### src/design/pwm_out_pkg.sv
// Shared constants and carrier types for the PWM output-stage controller
package pwm_out_pkg;

  // ----------------------------------------------------------------
  // Register byte offsets
  // ----------------------------------------------------------------
  localparam int         ADDR_W          = 5;
  localparam logic [4:0] REG_DEL_OFS     = 5'h00;
  localparam logic [4:0] REG_STEER_OFS   = 5'h04;
  localparam logic [4:0] REG_MODE_OFS    = 5'h08;
  localparam logic [4:0] REG_SHUT_OFS    = 5'h0C;
  localparam logic [4:0] REG_PORT_OFS    = 5'h10;
  localparam logic [4:0] REG_IRQ_STS_OFS = 5'h14;
  localparam logic [4:0] REG_IRQ_CLR_OFS = 5'h18;
  localparam logic [4:0] REG_IRQ_EN_OFS  = 5'h1C;

  // ----------------------------------------------------------------
  // Field positions
  // ----------------------------------------------------------------
  localparam int RESTART_BIT    = 7;
  localparam int DCOUNT_W       = 7;
  localparam int STEER_SYNC_BIT = 4;
  localparam int CMPL_LSB       = 6;
  localparam int BRIDGE_LSB     = 6;
  localparam int SHUT_FLAG_BIT  = 7;
  localparam int SHUT_EN_BIT    = 4;
  localparam int SHUT_AC_LSB    = 2;
  localparam int SHUT_BD_LSB    = 0;
  localparam int DRV_EN_LSB     = 4;
  localparam int NUM_PINS       = 4;

  // ----------------------------------------------------------------
  // Reset values
  // ----------------------------------------------------------------
  localparam logic [7:0] DEL_RST    = 8'h00;
  localparam logic [7:0] STEER_RST  = 8'h01;
  localparam logic [7:0] MODE_RST   = 8'h00;
  localparam logic [7:0] SHUT_RST   = 8'h00;
  localparam logic [7:0] PORT_RST   = 8'h00;
  localparam logic [1:0] IRQ_RST    = 2'h0;

  // ----------------------------------------------------------------
  // Encodings
  // ----------------------------------------------------------------
  localparam logic [1:0] MODE_PWM_HI   = 2'h3;
  localparam logic [1:0] BRIDGE_SINGLE = 2'h0;
  localparam logic [1:0] BRIDGE_HALF   = 2'h2;
  localparam logic [1:0] CMPL_STEER    = 2'h0;
  localparam logic [1:0] SHUT_DRV_LOW  = 2'h0;
  localparam logic [1:0] SHUT_DRV_HIGH = 2'h1;
  localparam logic [1:0] RESP_OKAY     = 2'h0;
  localparam logic [1:0] RESP_SLVERR   = 2'h2;

  // Interrupt status bits
  localparam int IRQ_W       = 2;
  localparam int IRQ_SHUT    = 0;
  localparam int IRQ_RESTART = 1;

  // ----------------------------------------------------------------
  // Timing: one instruction cycle is four oscillator periods
  // ----------------------------------------------------------------
  localparam int CLK_PERIOD_NS     = 10;
  localparam int INSTR_CYCLE_NS    = 4 * CLK_PERIOD_NS;
  localparam int INSTR_CYCLE_CLKS  = INSTR_CYCLE_NS / CLK_PERIOD_NS;

  // ----------------------------------------------------------------
  // AXI4-Lite carriers
  // ----------------------------------------------------------------
  typedef struct packed {
    logic              awvalid;
    logic [ADDR_W-1:0] awaddr;
    logic              wvalid;
    logic [31:0]       wdata;
    logic [3:0]        wstrb;
    logic              bready;
    logic              arvalid;
    logic [ADDR_W-1:0] araddr;
    logic              rready;
  } axil_req_t;

  typedef struct packed {
    logic        awready;
    logic        wready;
    logic        bvalid;
    logic [1:0]  bresp;
    logic        arready;
    logic        rvalid;
    logic [31:0] rdata;
    logic [1:0]  rresp;
  } axil_rsp_t;

endpackage : pwm_out_pkg

### src/design/deadband_delay.sv
// Delays the rising edge of an active-high level by a programmed count
`timescale 1ns/100ps
module deadband_delay import pwm_out_pkg::*; #(
  parameter int CNT_W = DCOUNT_W,
  parameter int CLKS  = INSTR_CYCLE_CLKS
) (
  input  wire logic             clk_sys,
  input  wire logic             rstn,
  input  wire logic             hold,
  input  wire logic             levelIn,
  input  wire logic [CNT_W-1:0] delayCount,
  output logic                  levelOut
);

  localparam int TICK_W = CNT_W + $clog2(CLKS) + 1;

  typedef struct packed {
    logic [TICK_W-1:0] ticks;
    logic              done;
  } db_st_t;

  db_st_t            st_ff;
  db_st_t            nxt_st;
  logic [TICK_W-1:0] target;

  assign target = TICK_W'(delayCount) * TICK_W'(CLKS);

  // ----------------------------------------------------------------
  // Counter
  // ----------------------------------------------------------------
  always_comb begin
    nxt_st = st_ff;
    if (!hold) begin
      if (!levelIn) begin
        nxt_st.ticks = '0;                      // Falling edge never delayed
        nxt_st.done  = 1'b0;
      end else if (!st_ff.done) begin
        if (st_ff.ticks + TICK_W'(1) >= target) begin
          nxt_st.done = 1'b1;                   // Exact count of instruction cycles
        end else begin
          nxt_st.ticks = st_ff.ticks + TICK_W'(1);
        end
      end
    end
  end

  always_ff @(posedge clk_sys or negedge rstn) begin
    if (!rstn) begin
      st_ff <= '0;
    end else begin
      st_ff <= nxt_st;
    end
  end

  // Zero count passes the edge straight through
  assign levelOut = levelIn & ((delayCount == '0) | st_ff.done);

endmodule : deadband_delay

### src/design/pwm_output_control.sv
// PWM output stage: auto-restart, dead band, pulse steering, register slave
// Functional notes
// - Bit 7 of the delay register enables automatic restart after shutdown.
// - With restart on, flag stays set during condition, hardware clears it after.
// - Outputs stay disabled after condition clears until next PWM period starts.
// - With restart off, only software clears the shutdown flag.
// - Half-bridge dead band delays only inactive-to-active transitions.
// - Bits 6:0 give dead band in instruction cycles of four clocks.
// - Steering exists only with mode bits 3:2 = 11 and bridge bits 00.
// - Steering bits 3:0 route PWM to D..A; clear bit gives port control.
// - Mode bits 1:0 set polarity of every steered output.
// - Shutdown forces only outputs carrying PWM; port pins unaffected.
// - Sync bit 0: new steering applies right after the register write.
// - Sync bit 1: new steering applies at next PWM period start.
// - Pair field 00 uses steering; 01 A/B, 10 A/C, 11 A/D.
// - In sleep all state and driven outputs freeze, except that a shutdown condition still forces pins, then resume.
// - In primary idle the module keeps running unchanged.
// - Any reset restores register defaults and makes pins inputs.
// - Shutdown sets flag and at once drives pairs low, high or off.
// - Software writes to the flag are ignored while condition is present.
//
// Our own choices: the address map and the AXI4-Lite interface to the registers.
`timescale 1ns/100ps
module pwm_output_control import pwm_out_pkg::*; (
  input  wire logic                clk_sys,
  input  wire logic                rstn,
  input  wire axil_req_t           axiReq,
  output axil_rsp_t                axiRsp,
  input  wire logic                pwmWave,
  input  wire logic                periodStart,
  input  wire logic                shutdownCond,
  input  wire logic                sleepMode,
  output logic [NUM_PINS-1:0]      pinOut,
  output logic [NUM_PINS-1:0]      pinOe,
  output logic                     irq
);

  // ----------------------------------------------------------------
  // State
  // ----------------------------------------------------------------
  typedef struct packed {
    logic [ADDR_W-1:0]   awAddr;
    logic                awHave;
    logic [31:0]         wData;
    logic [3:0]          wStrb;
    logic                wHave;
    logic                bValid;
    logic [1:0]          bResp;
    logic                rValid;
    logic [31:0]         rData;
    logic [1:0]          rResp;
    logic [7:0]          restartDeadband;
    logic [7:0]          steerCtl;
    logic [3:0]          steerEff;
    logic [7:0]          modeCtl;
    logic [7:0]          shutCtl;
    logic                shutFlag;
    logic                outsOff;
    logic [7:0]          portCtl;
    logic [IRQ_W-1:0]    irqSts;
    logic [IRQ_W-1:0]    irqEn;
    logic [NUM_PINS-1:0] pinNorm;
    logic [NUM_PINS-1:0] pwmSel;
  } st_t;

  st_t                 st_ff;
  st_t                 nxt_st;
  logic [1:0]          dbIn;
  logic [1:0]          dbOut;
  logic                condActive;
  logic                shutNow;
  logic                wrFire;
  logic                wrLow;
  logic [7:0]          wrByte;
  logic                singleMode;
  logic                halfMode;
  logic [1:0]          cmplSel;
  logic [NUM_PINS-1:0] actLevel;
  logic [NUM_PINS-1:0] pwmSelNow;
  logic [NUM_PINS-1:0] polLow;
  logic [IRQ_W-1:0]    irqSet;
  logic [IRQ_W-1:0]    irqClr;
  logic                flagSwSet;

  // ----------------------------------------------------------------
  // Dead band, one path per half of the complementary pair
  // ----------------------------------------------------------------
  assign dbIn = {~pwmWave, pwmWave};

  genvar gi;
  generate
    for (gi = 0; gi < 2; gi++) begin : gDead
      deadband_delay #(
        .CNT_W (DCOUNT_W),
        .CLKS  (INSTR_CYCLE_CLKS)
      ) uDead (
        .clk_sys    (clk_sys),
        .rstn       (rstn),
        .hold       (sleepMode),
        .levelIn    (dbIn[gi]),
        .delayCount (st_ff.restartDeadband[DCOUNT_W-1:0]),
        .levelOut   (dbOut[gi])
      );
    end
  endgenerate

  // ----------------------------------------------------------------
  // Mode decode
  // ----------------------------------------------------------------
  assign singleMode = (st_ff.modeCtl[3:2] == MODE_PWM_HI) &&
                      (st_ff.modeCtl[BRIDGE_LSB +: 2] == BRIDGE_SINGLE);
  assign halfMode   = (st_ff.modeCtl[3:2] == MODE_PWM_HI) &&
                      (st_ff.modeCtl[BRIDGE_LSB +: 2] == BRIDGE_HALF);
  assign cmplSel    = st_ff.steerCtl[CMPL_LSB +: 2];
  assign condActive = shutdownCond & st_ff.shutCtl[SHUT_EN_BIT];
  assign wrFire     = st_ff.awHave & st_ff.wHave & ~st_ff.bValid;
  assign wrLow      = wrFire & st_ff.wStrb[0];
  assign wrByte     = st_ff.wData[7:0];

  // Pins A and C share one polarity, B and D the other
  assign polLow = {st_ff.modeCtl[0], st_ff.modeCtl[1], st_ff.modeCtl[0], st_ff.modeCtl[1]};

  // ----------------------------------------------------------------
  // Pin routing
  // ----------------------------------------------------------------
  always_comb begin
    actLevel  = '0;
    pwmSelNow = '0;
    if (halfMode) begin
      actLevel[0]  = dbOut[0];                  // Dead band on active-going edges
      actLevel[1]  = dbOut[1];
      pwmSelNow[0] = 1'b1;
      pwmSelNow[1] = 1'b1;
    end else if (singleMode && cmplSel != CMPL_STEER) begin
      actLevel[0]       = dbOut[0];             // Pair A with B, C or D
      pwmSelNow[0]      = 1'b1;
      actLevel[cmplSel] = dbOut[1];
      pwmSelNow[cmplSel] = 1'b1;
    end else if (singleMode) begin
      for (int i = 0; i < NUM_PINS; i++) begin
        actLevel[i]  = pwmWave;                 // Same waveform on each steered pin
        pwmSelNow[i] = st_ff.steerEff[i];
      end
    end else if (st_ff.modeCtl[3:2] == MODE_PWM_HI) begin
      actLevel[0]  = pwmWave;
      pwmSelNow[0] = 1'b1;
    end
  end

  // ----------------------------------------------------------------
  // Next state
  // ----------------------------------------------------------------
  always_comb begin
    nxt_st    = st_ff;
    irqSet    = '0;
    irqClr    = '0;
    flagSwSet = 1'b0;
    // Clock stopped in sleep: nothing moves, pins keep their value unless a shutdown condition forces them
    if (!sleepMode) begin
      // Write address and data taken in either order
      if (axiReq.awvalid && !st_ff.awHave && !st_ff.bValid) begin
        nxt_st.awAddr = axiReq.awaddr;
        nxt_st.awHave = 1'b1;
      end
      if (axiReq.wvalid && !st_ff.wHave && !st_ff.bValid) begin
        nxt_st.wData = axiReq.wdata;
        nxt_st.wStrb = axiReq.wstrb;
        nxt_st.wHave = 1'b1;
      end
      if (st_ff.bValid && axiReq.bready) begin
        nxt_st.bValid = 1'b0;
      end
      if (wrFire) begin
        nxt_st.awHave = 1'b0;
        nxt_st.wHave  = 1'b0;
        nxt_st.bValid = 1'b1;
        nxt_st.bResp  = RESP_OKAY;
        unique case ({st_ff.awAddr[ADDR_W-1:2], 2'b00})
          REG_DEL_OFS: begin
            if (wrLow) nxt_st.restartDeadband = wrByte;
          end
          REG_STEER_OFS: begin
            if (wrLow) begin
              nxt_st.steerCtl = {wrByte[7:6], 1'b0, wrByte[4:0]};
              if (!wrByte[STEER_SYNC_BIT]) begin
                nxt_st.steerEff = wrByte[3:0];  // Takes hold straight after the write
              end
            end
          end
          REG_MODE_OFS: begin
            if (wrLow) nxt_st.modeCtl = {wrByte[7:6], 2'b00, wrByte[3:0]};
          end
          REG_SHUT_OFS: begin
            if (wrLow) begin
              nxt_st.shutCtl = {3'b000, wrByte[4:0]};
              if (wrByte[SHUT_FLAG_BIT]) begin
                nxt_st.shutFlag = 1'b1;         // Firmware-forced shutdown
                flagSwSet       = 1'b1;
              end else if (!condActive) begin
                nxt_st.shutFlag = 1'b0;         // Clear ignored while condition holds
              end
            end
          end
          REG_PORT_OFS: begin
            if (wrLow) nxt_st.portCtl = wrByte;
          end
          REG_IRQ_CLR_OFS: begin
            if (wrLow) irqClr = wrByte[IRQ_W-1:0];
          end
          REG_IRQ_EN_OFS: begin
            if (wrLow) nxt_st.irqEn = wrByte[IRQ_W-1:0];
          end
          REG_IRQ_STS_OFS: begin
            nxt_st.bResp = RESP_OKAY;           // Read-only, write dropped
          end
          default: begin
            nxt_st.bResp = RESP_SLVERR;
          end
        endcase
      end

      // Read channel, one cycle to answer
      if (st_ff.rValid && axiReq.rready) begin
        nxt_st.rValid = 1'b0;
      end
      if (axiReq.arvalid && !st_ff.rValid) begin
        nxt_st.rValid = 1'b1;
        nxt_st.rResp  = RESP_OKAY;
        nxt_st.rData  = '0;
        unique case ({axiReq.araddr[ADDR_W-1:2], 2'b00})
          REG_DEL_OFS:     nxt_st.rData[7:0] = st_ff.restartDeadband;
          REG_STEER_OFS:   nxt_st.rData[7:0] = st_ff.steerCtl;
          REG_MODE_OFS:    nxt_st.rData[7:0] = st_ff.modeCtl;
          REG_SHUT_OFS:    nxt_st.rData[7:0] = {st_ff.shutFlag, st_ff.shutCtl[6:0]};
          REG_PORT_OFS:    nxt_st.rData[7:0] = st_ff.portCtl;
          REG_IRQ_STS_OFS: nxt_st.rData[IRQ_W-1:0] = st_ff.irqSts;
          REG_IRQ_CLR_OFS: nxt_st.rData = '0;
          REG_IRQ_EN_OFS:  nxt_st.rData[IRQ_W-1:0] = st_ff.irqEn;
          default:         nxt_st.rResp = RESP_SLVERR;
        endcase
      end

      // Shutdown flag: condition always wins over a clear
      if (condActive) begin
        nxt_st.shutFlag = 1'b1;                 // Held set while condition lasts
        if (!st_ff.shutFlag) irqSet[IRQ_SHUT] = 1'b1;
      end else if (st_ff.restartDeadband[RESTART_BIT] && st_ff.shutFlag && !flagSwSet) begin
        nxt_st.shutFlag = 1'b0;                 // Hardware restart
      end
      // Without restart enable the flag is left for software
      if (flagSwSet && !st_ff.shutFlag) irqSet[IRQ_SHUT] = 1'b1;

      // Outputs wait for a fresh period before coming back
      if (nxt_st.shutFlag) begin
        nxt_st.outsOff = 1'b1;
      end else if (periodStart && st_ff.outsOff) begin
        nxt_st.outsOff          = 1'b0;
        irqSet[IRQ_RESTART]     = 1'b1;
      end

      // Deferred steering update at period start
      if (periodStart && st_ff.steerCtl[STEER_SYNC_BIT]) begin
        nxt_st.steerEff = st_ff.steerCtl[3:0];
      end

      // Registered pin levels; polarity applied to every PWM pin
      for (int i = 0; i < NUM_PINS; i++) begin
        nxt_st.pinNorm[i] = pwmSelNow[i] ? (actLevel[i] ^ polLow[i]) : st_ff.portCtl[i];
      end
      nxt_st.pwmSel = pwmSelNow;

      // Sticky status, a new event beats a clear in the same cycle
      nxt_st.irqSts = (st_ff.irqSts & ~irqClr) | irqSet;
    end
  end

  // ----------------------------------------------------------------
  // Registers; no dependence on idle state, the clock keeps running
  // ----------------------------------------------------------------
  always_ff @(posedge clk_sys or negedge rstn) begin
    if (!rstn) begin
      st_ff                 <= '0;                // Pins fall back to inputs
      st_ff.restartDeadband <= DEL_RST;
      st_ff.steerCtl        <= STEER_RST;
      st_ff.steerEff        <= STEER_RST[3:0];
      st_ff.modeCtl         <= MODE_RST;
      st_ff.shutCtl         <= SHUT_RST;
      st_ff.portCtl         <= PORT_RST;
      st_ff.irqSts          <= IRQ_RST;
      st_ff.irqEn           <= IRQ_RST;
      st_ff.bResp           <= RESP_OKAY;
      st_ff.rResp           <= RESP_OKAY;
    end else begin
      st_ff <= nxt_st;
    end
  end

  // ----------------------------------------------------------------
  // Pin drivers
  // ----------------------------------------------------------------
  // Combinational path from the condition so shutdown needs no clock edge
  assign shutNow = condActive | st_ff.outsOff;

  generate
    for (gi = 0; gi < NUM_PINS; gi++) begin : gPin
      logic [1:0] pairState;
      logic       forced;
      assign pairState = (gi % 2 == 0) ? st_ff.shutCtl[SHUT_AC_LSB +: 2]
                                        : st_ff.shutCtl[SHUT_BD_LSB +: 2];
      assign forced    = shutNow & st_ff.pwmSel[gi];                 // Port pins untouched
      assign pinOut[gi] = forced ? (pairState == SHUT_DRV_HIGH) : st_ff.pinNorm[gi];
      assign pinOe[gi]  = st_ff.portCtl[DRV_EN_LSB + gi] & ~(forced & pairState[1]);
    end
  endgenerate

  // ----------------------------------------------------------------
  // Bus answers and interrupt
  // ----------------------------------------------------------------
  assign axiRsp.awready = ~st_ff.awHave & ~st_ff.bValid & ~sleepMode;
  assign axiRsp.wready  = ~st_ff.wHave & ~st_ff.bValid & ~sleepMode;
  assign axiRsp.bvalid  = st_ff.bValid;
  assign axiRsp.bresp   = st_ff.bResp;
  assign axiRsp.arready = ~st_ff.rValid & ~sleepMode;
  assign axiRsp.rvalid  = st_ff.rValid;
  assign axiRsp.rdata   = st_ff.rData;
  assign axiRsp.rresp   = st_ff.rResp;
  assign irq            = |(st_ff.irqSts & st_ff.irqEn);

endmodule : pwm_output_control

### config.mk
export PLATFORM = sky130hd
export DESIGN_NAME = pwm_output_control
export DESIGN_NICKNAME = d
export VERILOG_FILES = /design/src/design/pwm_out_pkg.sv /design/src/design/deadband_delay.sv /design/src/design/pwm_output_control.sv
export SDC_FILE = /design/constraint.sdc
export NUM_CORES = 1
export LEC_CHECK = 0
export BUFFER_PORTS_ARGS = -buffer_cell sky130_fd_sc_hd__buf_2
export CORE_ASPECT_RATIO = 1.75
export CORE_MARGIN = 2
export CORE_UTILIZATION = 51
export CTS_BUF_LIST = sky130_fd_sc_hd__clkbuf_4
export CTS_CLUSTER_DIAMETER = 200
export CTS_CLUSTER_SIZE = 16
export DETAILED_ROUTE_END_ITERATION = 8
export HOLD_SLACK_MARGIN = 0.1
export PLACE_DENSITY = 0.75
export SLEW_MARGIN = 20
export SYNTH_ARGS = -nofsm -noshare
export SYNTH_HDL_FRONTEND = slang
export SYNTH_SLANG_ARGS = --single-unit
### constraint.sdc
create_clock -name clk_sys -period 4.9 [get_ports clk_sys]
set_clock_uncertainty 0.05 [all_clocks]
set_input_delay 0.98 -clock clk_sys [delete_from_list [all_inputs] [get_ports clk_sys]]
set_output_delay 0.98 -clock clk_sys [all_outputs]
set_load 0.01 [all_outputs]
==> results of run 1 <==
==> worst min path at each step <==
stage | to | slack, ps | cells after the start
final | axiRsp[2] | 460 | 1
after global routing | axiRsp[2] | 480 | 1
after CTS | axiRsp[5] | 460 | 1
after detailed placement | axiRsp[5] | 430 | 1
after global placement | axiRsp[2] | 410 | 1
after floorplan | st_ff[7] | 390 | 2
==> flip-flops by register name (all words and copies together), names as in the netlist <==
| signal | cells |
|---|---|
| st_ff | 58 |
| polLow | 2 |
| gDead.uDead.st_ff | 22 |
| axiRsp | 10 |
| cmplSel | 2 |
| gPin.pairState | 4 |
==> report_power, final <==
part / internal (W) / switching (W)
Combinational: 0.000481 / 0.000541
Clock: 0.000266 / 0.000269
Sequential: 0.00108 / 0.000353
==> worst max-delay path: cells and delay by family (launching register included) <==
family | cells | cell delay [ps]
compound gates | 4 | 1580
flops | 1 | 530
xor+xnor | 1 | 140
fa+ha+maj | 1 | 290
simple gates | 2 | 640
==> placed cells by master (no fill, tap or decap), types with 3 or more instances in the layout <==
master / Yosys / final
buf_4: 38 / 3
o221ai_1: 4 / 4
or2_2: 4 / 4
nand3_1: 18 / 18
clkbuf_4: 0 / 10
nor2_1: 33 / 33
nor3_1: 12 / 12
and2_1: 8 / 8
a21o_1: 8 / 8
o211ai_1: 3 / 3
a21oi_1: 18 / 18
mux2_2: 55 / 55
a22o_1: 3 / 3
nor4_1: 3 / 3
nand4_1: 6 / 6
ha_1: 18 / 18
o21a_1: 5 / 5
buf_2: 4 / 46
a41o_1: 3 / 3
conb_1: 1 / 28
mux2i_1: 16 / 16
nor3b_1: 4 / 4
bufinv_16: 0 / 3
inv_1: 33 / 33
and3_1: 6 / 6
dfrtp_1: 96 / 96
o41ai_1: 7 / 7
or3_1: 3 / 3
a31oi_1: 11 / 11
xnor2_1: 13 / 13
nand3b_1: 3 / 3
o21ai_0: 14 / 14
a22oi_1: 5 / 5
nand2_1: 42 / 42
nor2b_1: 12 / 12
a211oi_1: 6 / 6
o31ai_1: 6 / 6
==> stage by stage <==
step                hold slack, ps  power, W  area, sq um
finish                       458.6  0.002988         6216
global route                 477.3  0.003182         6216
CTS                          462.1  0.002996         6213
detailed placement           428.8  0.002466         6023
global placement             412.2  0.002415         6023
floorplan                    393.3  0.002129         5978
==> final cells by class <==
class | count | area [sq um]
clock inverter | 6 | 115.1
timing repair buffer | 49 | 252.7
clock buffer | 10 | 75.07
antenna | 1 | 2.502
sequential | 98 | 2455
inverter | 35 | 131.4
fill | 991 | 4951
tap | 132 | 165.2
multi-input combinational | 418 | 3019
==> cell families after synthesis <==
| family | after synthesis | share of synthesized area, % |
|---|---|---|
| multiplexers | 71 | 13.26 |
| AO/OA/AOI/OAI | 118 | 14.84 |
| other | 1 | 0.06381 |
| AND/OR/NAND/NOR | 169 | 15.56 |
| XOR/XNOR | 14 | 2.086 |
| adder cells (fa/ha/maj) | 18 | 3.832 |
| flip-flops | 98 | 41.77 |
| buffers and inverters | 95 | 8.580 |
==> routing by layer <==
| metal | routed length, um | share of wire [%] | up-vias |
|---|---|---|---|
| met5 | 0 | 0 | - |
| met4 | 698 | 4.9 | 0 |
| met3 | 676 | 4.8 | 42 |
| met2 | 7680 | 54 | 158 |
| met1 | 5169 | 36 | 2259 |
| li1 | - | - | 2099 |
==> metrics.cfg, run 1 <==
[worst_setup_path]
cpPeakStageDelay_ps=530
arrival_ps=3650
r2r_end=gDead[0].uDead.st_ff[8]
worst_setup_path_start_kind=register
r2r-start=gDead[0].uDead.st_ff[3]
crit_path_end_kind=register
path_class=reg2reg
cp_data_required_time_ps=5220
setup.worst_path.start=gDead[0].uDead.st_ff[3]
slowest_stage=dfrtp_1
cp_cell_sequence=nand4_1, or2_2, xnor2_1, ha_1, a2111o_1, o211ai_1, o211ai_2, a21o_1
crit_end=gDead[0].uDead.st_ff[8]
rr_worst_depth=8
path_max_fanout=9
reg2reg_slack_ps=1570

[timing]
max_slew_margin_pct=39.59
setup_viol=0
drv_slew=0
min_period_over_period_pct=67.98
post-route-min-period_ps=3331
worst_pin_slew_ps=900.7
grt_setup_unrepaired=false
fin_ws_ps=1569
clock.fmax_mhz=300.2
finalSetupTns_ps=0
hold_viol=0

[die]
initial_core_util_pct=52.63
dieArea_sq_um=12430
ioPinCount=107
core_area_sq_um=11170
die_height_um=146.0
die_w_um=85.15
rows=51

[global_route]
grtUsageMet1_pct=26.79
met2_usage_pct=43.36
grt_pass1_wl_um=23370
busiest_layer=met2
gr-total-overflow=0
grt_usage_pct=24.05
grt_use_met3_pct=3.573
grt_max_degree=71
antenna_found_initial=1
grt_pass1_vias=4516

[yosys]
yosysSeqAreaShare_pct=41.77
async_flop_share_pct=100.0
syn_inst=584
yosys-top-cells-area=dfrtp_1 41%, mux2_2 11%, buf_4 4.9%, ha_1 3.8%, mux2i_1 2.7%
syn_avg_cell_area_sq_um=10.06
syn_area_sq_um=5877
yosysTopAreaCell=dfrtp_1
synth_flop_cell=dfrtp_1
yosysUniqueCellTypes=71
synth_most_common_cell=dfrtp_1
synth_warnings=0
ys_ff_latch=98
synth_top_area_share_pct=40.88
synth_edf_count=0
ys_top_cells_by_count=96 x dfrtp_1, 55 x mux2_2, 42 x nand2_1

[min_path]
hp-start=axiRsp[2]
hp-class=reg2reg

[layout]
layout.nets=686
drive_gt1_share_pct=22.56
area_delta_synth_final_pct=5.770
layout.cells.non_filler=749
fin_util_pct=55.66

[placed_design]
gp_congestion=0.9735
pre_cts_ws_ps=1643
place_hpwl_um=10940
io_buffers=47
placed_cells=732

[clock_network]
cts_hold_buf=0
clkTransAtPathRegs_ps=150
cts_max_path_buffers=2
post_cts_resized=0
htree_levels=3
insertion_delay_ps=470
cts.sinks=98
cts_inserted_buffers=9
ctsRootBufferMaster=clkbuf_4
cts_tree=built
cts_setup_buffers=0

[routing]
routed_wl_um=14230
drcViolationCount=0
ant_nets=0
first_iter_violations=271
firstDrtPassIters=5
post_drt_wl_per_cell_um=18.99
avgViaCountPerCell=6.085
via_count=4558

[flow_run]
maxCapViolCount=0

[pwr]
leakage_nw=2.890
p_per_area_nw_per_um2=480.7
peakVddDrop_mv=0.5071

[outcome]
status=completed

Power figures use the tool's default switching activity.
==> inputs of run 2 (changes only) <==
- clock period: 4.9 -> 3.1 ns (I/O delays scaled with it)
==> run 2 against run 1 <==
  * Count of clock-buffer cells in the layout shrank 1
  * Register-to-register slack lost 1400 ps
  * Critical path depth grew 1
  * Flip-flop and latch count is the same
  * Global-route usage grew 0.74 points
  * Worst hold slack lost 150 ps
  * Critical endpoint is now gDead[0].uDead.st_ff[3]
==> metrics.cfg, run 2 (synthesized netlist as in run 1, its figures left out) <==
[pwr]
peakVddDrop_mv=0.4919  ; -3.0%
pwr-share-clk_pct=15.8  ; -2.1 points
combinationalPowerShare_pct=35.8  ; +1.6 points
pwr-share-seq_pct=48.4  ; +0.5 points
total_power_w=0.004704  ; +57%
p_switching_w=0.001936  ; +66%
p_per_area_nw_per_um2=743.9  ; +55%
cellInternalPower_w=0.002768  ; +52%
switching_share_pct=41.16  ; +2.2 points
leakage_nw=2.945  ; +1.9%

[clock_network]
htree_levels=3  ; unchanged
cts.sinks=98  ; unchanged
clkTransAtPathRegs_ps=160  ; about the same
cts_max_path_buffers=2  ; unchanged
insertion_delay_ps=470  ; about the same
cts_setup_buffers=0  ; unchanged
cts_inserted_buffers=9  ; unchanged
cts_tree=built
ctsRootBufferMaster=clkbuf_4

[die]
dieArea_sq_um=12430  ; unchanged
initial_core_util_pct=52.63  ; unchanged
core_area_sq_um=11170  ; unchanged
ioPinCount=107  ; unchanged
die_height_um=146.0  ; unchanged
rows=51  ; unchanged
die_w_um=85.15  ; unchanged

[routing]
via_count=4654  ; +2.1%
ant_nets=0  ; unchanged
routed-wl-met3_um=744  ; +10%
post_drt_wl_per_cell_um=19.57  ; +3.0%
met2_length_um=7937  ; +3.3%
avgViaCountPerCell=6.100  ; +0.23%
firstDrtPassIters=4  ; -1
routed_wl_um=14930  ; +5.0%
first_iter_violations=223  ; -18%
wl_met1_um=5122  ; -0.91%
drcViolationCount=0  ; unchanged
highest_layer=met4

[timing]
max_slew_margin_pct=61.32  ; +22 points
finalSetupTns_ps=0  ; unchanged
clock.fmax_mhz=345.5  ; +15%
hold_viol=0  ; unchanged
min_period_over_period_pct=93.37  ; +25 points
post-route-min-period_ps=2895  ; -436.5 ps
fin_ws_ps=205.5  ; -1363 ps
setup_viol=0  ; unchanged
worst_pin_slew_ps=580.1  ; -320.5 ps
drv_slew=0  ; unchanged
grt_setup_unrepaired=false

[worst_setup_path]
r2r-start=gDead[0].uDead.st_ff[7]
cp_cell_sequence=nand4_1, or2_2, xnor2_1, ha_1, a2111o_1, o211ai_1, buf_4, nand4_1, o31ai_1
r2r_end=gDead[0].uDead.st_ff[3]
crit_end=gDead[0].uDead.st_ff[3]
path_delay_family=compound AO/OA/AOI/OAI gates
worst_setup_path_start_kind=register
cpPeakStageDelay_ps=480  ; -50 ps
crit_path_end_kind=register
cp_num_cells=9  ; +1
reg2reg_slack_ps=210  ; -1360 ps
crit_path_frequent_cell=nand4_1
cp_data_required_time_ps=3430  ; -1790 ps
slowest_stage=dfrtp_1
critPathBufInv=1  ; +1
path_class=reg2reg
rr_worst_depth=9  ; +1
path_max_fanout=6  ; -3
setup.worst_path.start=gDead[0].uDead.st_ff[7]
arrival_ps=3230  ; -420 ps

[layout]
drive_gt1_share_pct=25.08  ; +2.5 points
layout.cells.most_common=dfrtp_1
layout.nets=700  ; +2.0%
layout_common_cells=92 x dfrtp_1, 55 x mux2_2, 46 x buf_2
top_register=st_ff
fin_util_pct=56.63  ; +0.96 points
multi_input_area_sq_um=3030  ; +0.37%
area_delta_synth_final_pct=7.601
largest_reg_flops=58  ; unchanged
fillers=944  ; -4.7%
register_area_sq_um=2460  ; +0.20%

[global_route]
gr-total-overflow=0  ; unchanged
grt_max_degree=57  ; -20%
grt_pass1_vias=4665  ; +3.3%
grt_pass1_wl_um=23870  ; +2.2%
antenna_found_initial=1  ; unchanged
grt_usage_pct=24.78  ; +0.74 points

[min_path]
hp-start=axiReq[19]
hp-class=in2reg

[placed_design]
place_hpwl_um=11660  ; +6.5%
pre_cts_ws_ps=106.4  ; -1536 ps
io_buffers=47  ; unchanged
gp_congestion=0.9569  ; -1.7%

[flow_run]
maxCapViolCount=0  ; unchanged

[outcome]
status=completed

## run 2: changes by cell type in the layout (fill, tap and decap cells not counted), sizes merged
cell and delta:
dlygate4sd3 +1, buf +13, inv +3, clkbuf -1, bufinv -2
## run 2: final cells by class
class / instances / share of cell area (%)
diodes: 1 / 0.03957
clock buffers: 9 / 1.068
clock inverters: 7 / 1.484
inverters: 35 / 2.078
multi-input cells: 418 / 47.92
flip-flops and latches: 98 / 38.90
well taps: 132 / 2.612
repair buffers: 63 / 5.896
## run 2: power by group through the flow
| stage | clock, W | sequential [W] | combinational (W) |
|---|---|---|---|
| global route | 0.000809 | 0.00232 | 0.00186 |
| detailed placement | 0 | 0.00229 | 0.00168 |
| floorplan | 0 | 0.00202 | 0.00135 |
| finish | 0.000742 | 0.00228 | 0.00169 |
| CTS | 0.000763 | 0.00226 | 0.00169 |
| global placement | 0 | 0.00225 | 0.00162 |
## run 2: worst min-delay path by stage
stage          slack [ps]         end  cells past startpoint
5_1_grt               280  st_ff[102]                      2
4_1_cts               290  st_ff[108]                      2
3_3_place_gp          410   axiRsp[2]                      1
2_1_floorplan         270   axiRsp[2]                      0
6_report              310  st_ff[108]                      2
3_5_place_dp          420   axiRsp[2]                      1
## run 2: per-layer routing
layer,global-route usage [%],vias up
met3,4.368,61
li1,-,2130
met4,16.75,0
met5,0,-
met2,43.91,182
met1,25.95,2281
## run 2: stage by stage
step	cells	area [sq um]	hold WS, ps
final	763	6324	313.4
after global routing	763	6324	280.9
after CTS	762	6305	289.3
after detailed placement	745	6133	417.6
after global placement	745	6133	412.1
after floorplan	611	5978	274.4
## run 2: what timing repair did
item | 4_1_cts | 5_1_grt
hold endpoints to repair | 42 | 0
setup endpoints to repair | 0 | 14
gates resized for setup | 0 | 7
hold buffers | 1 | 0
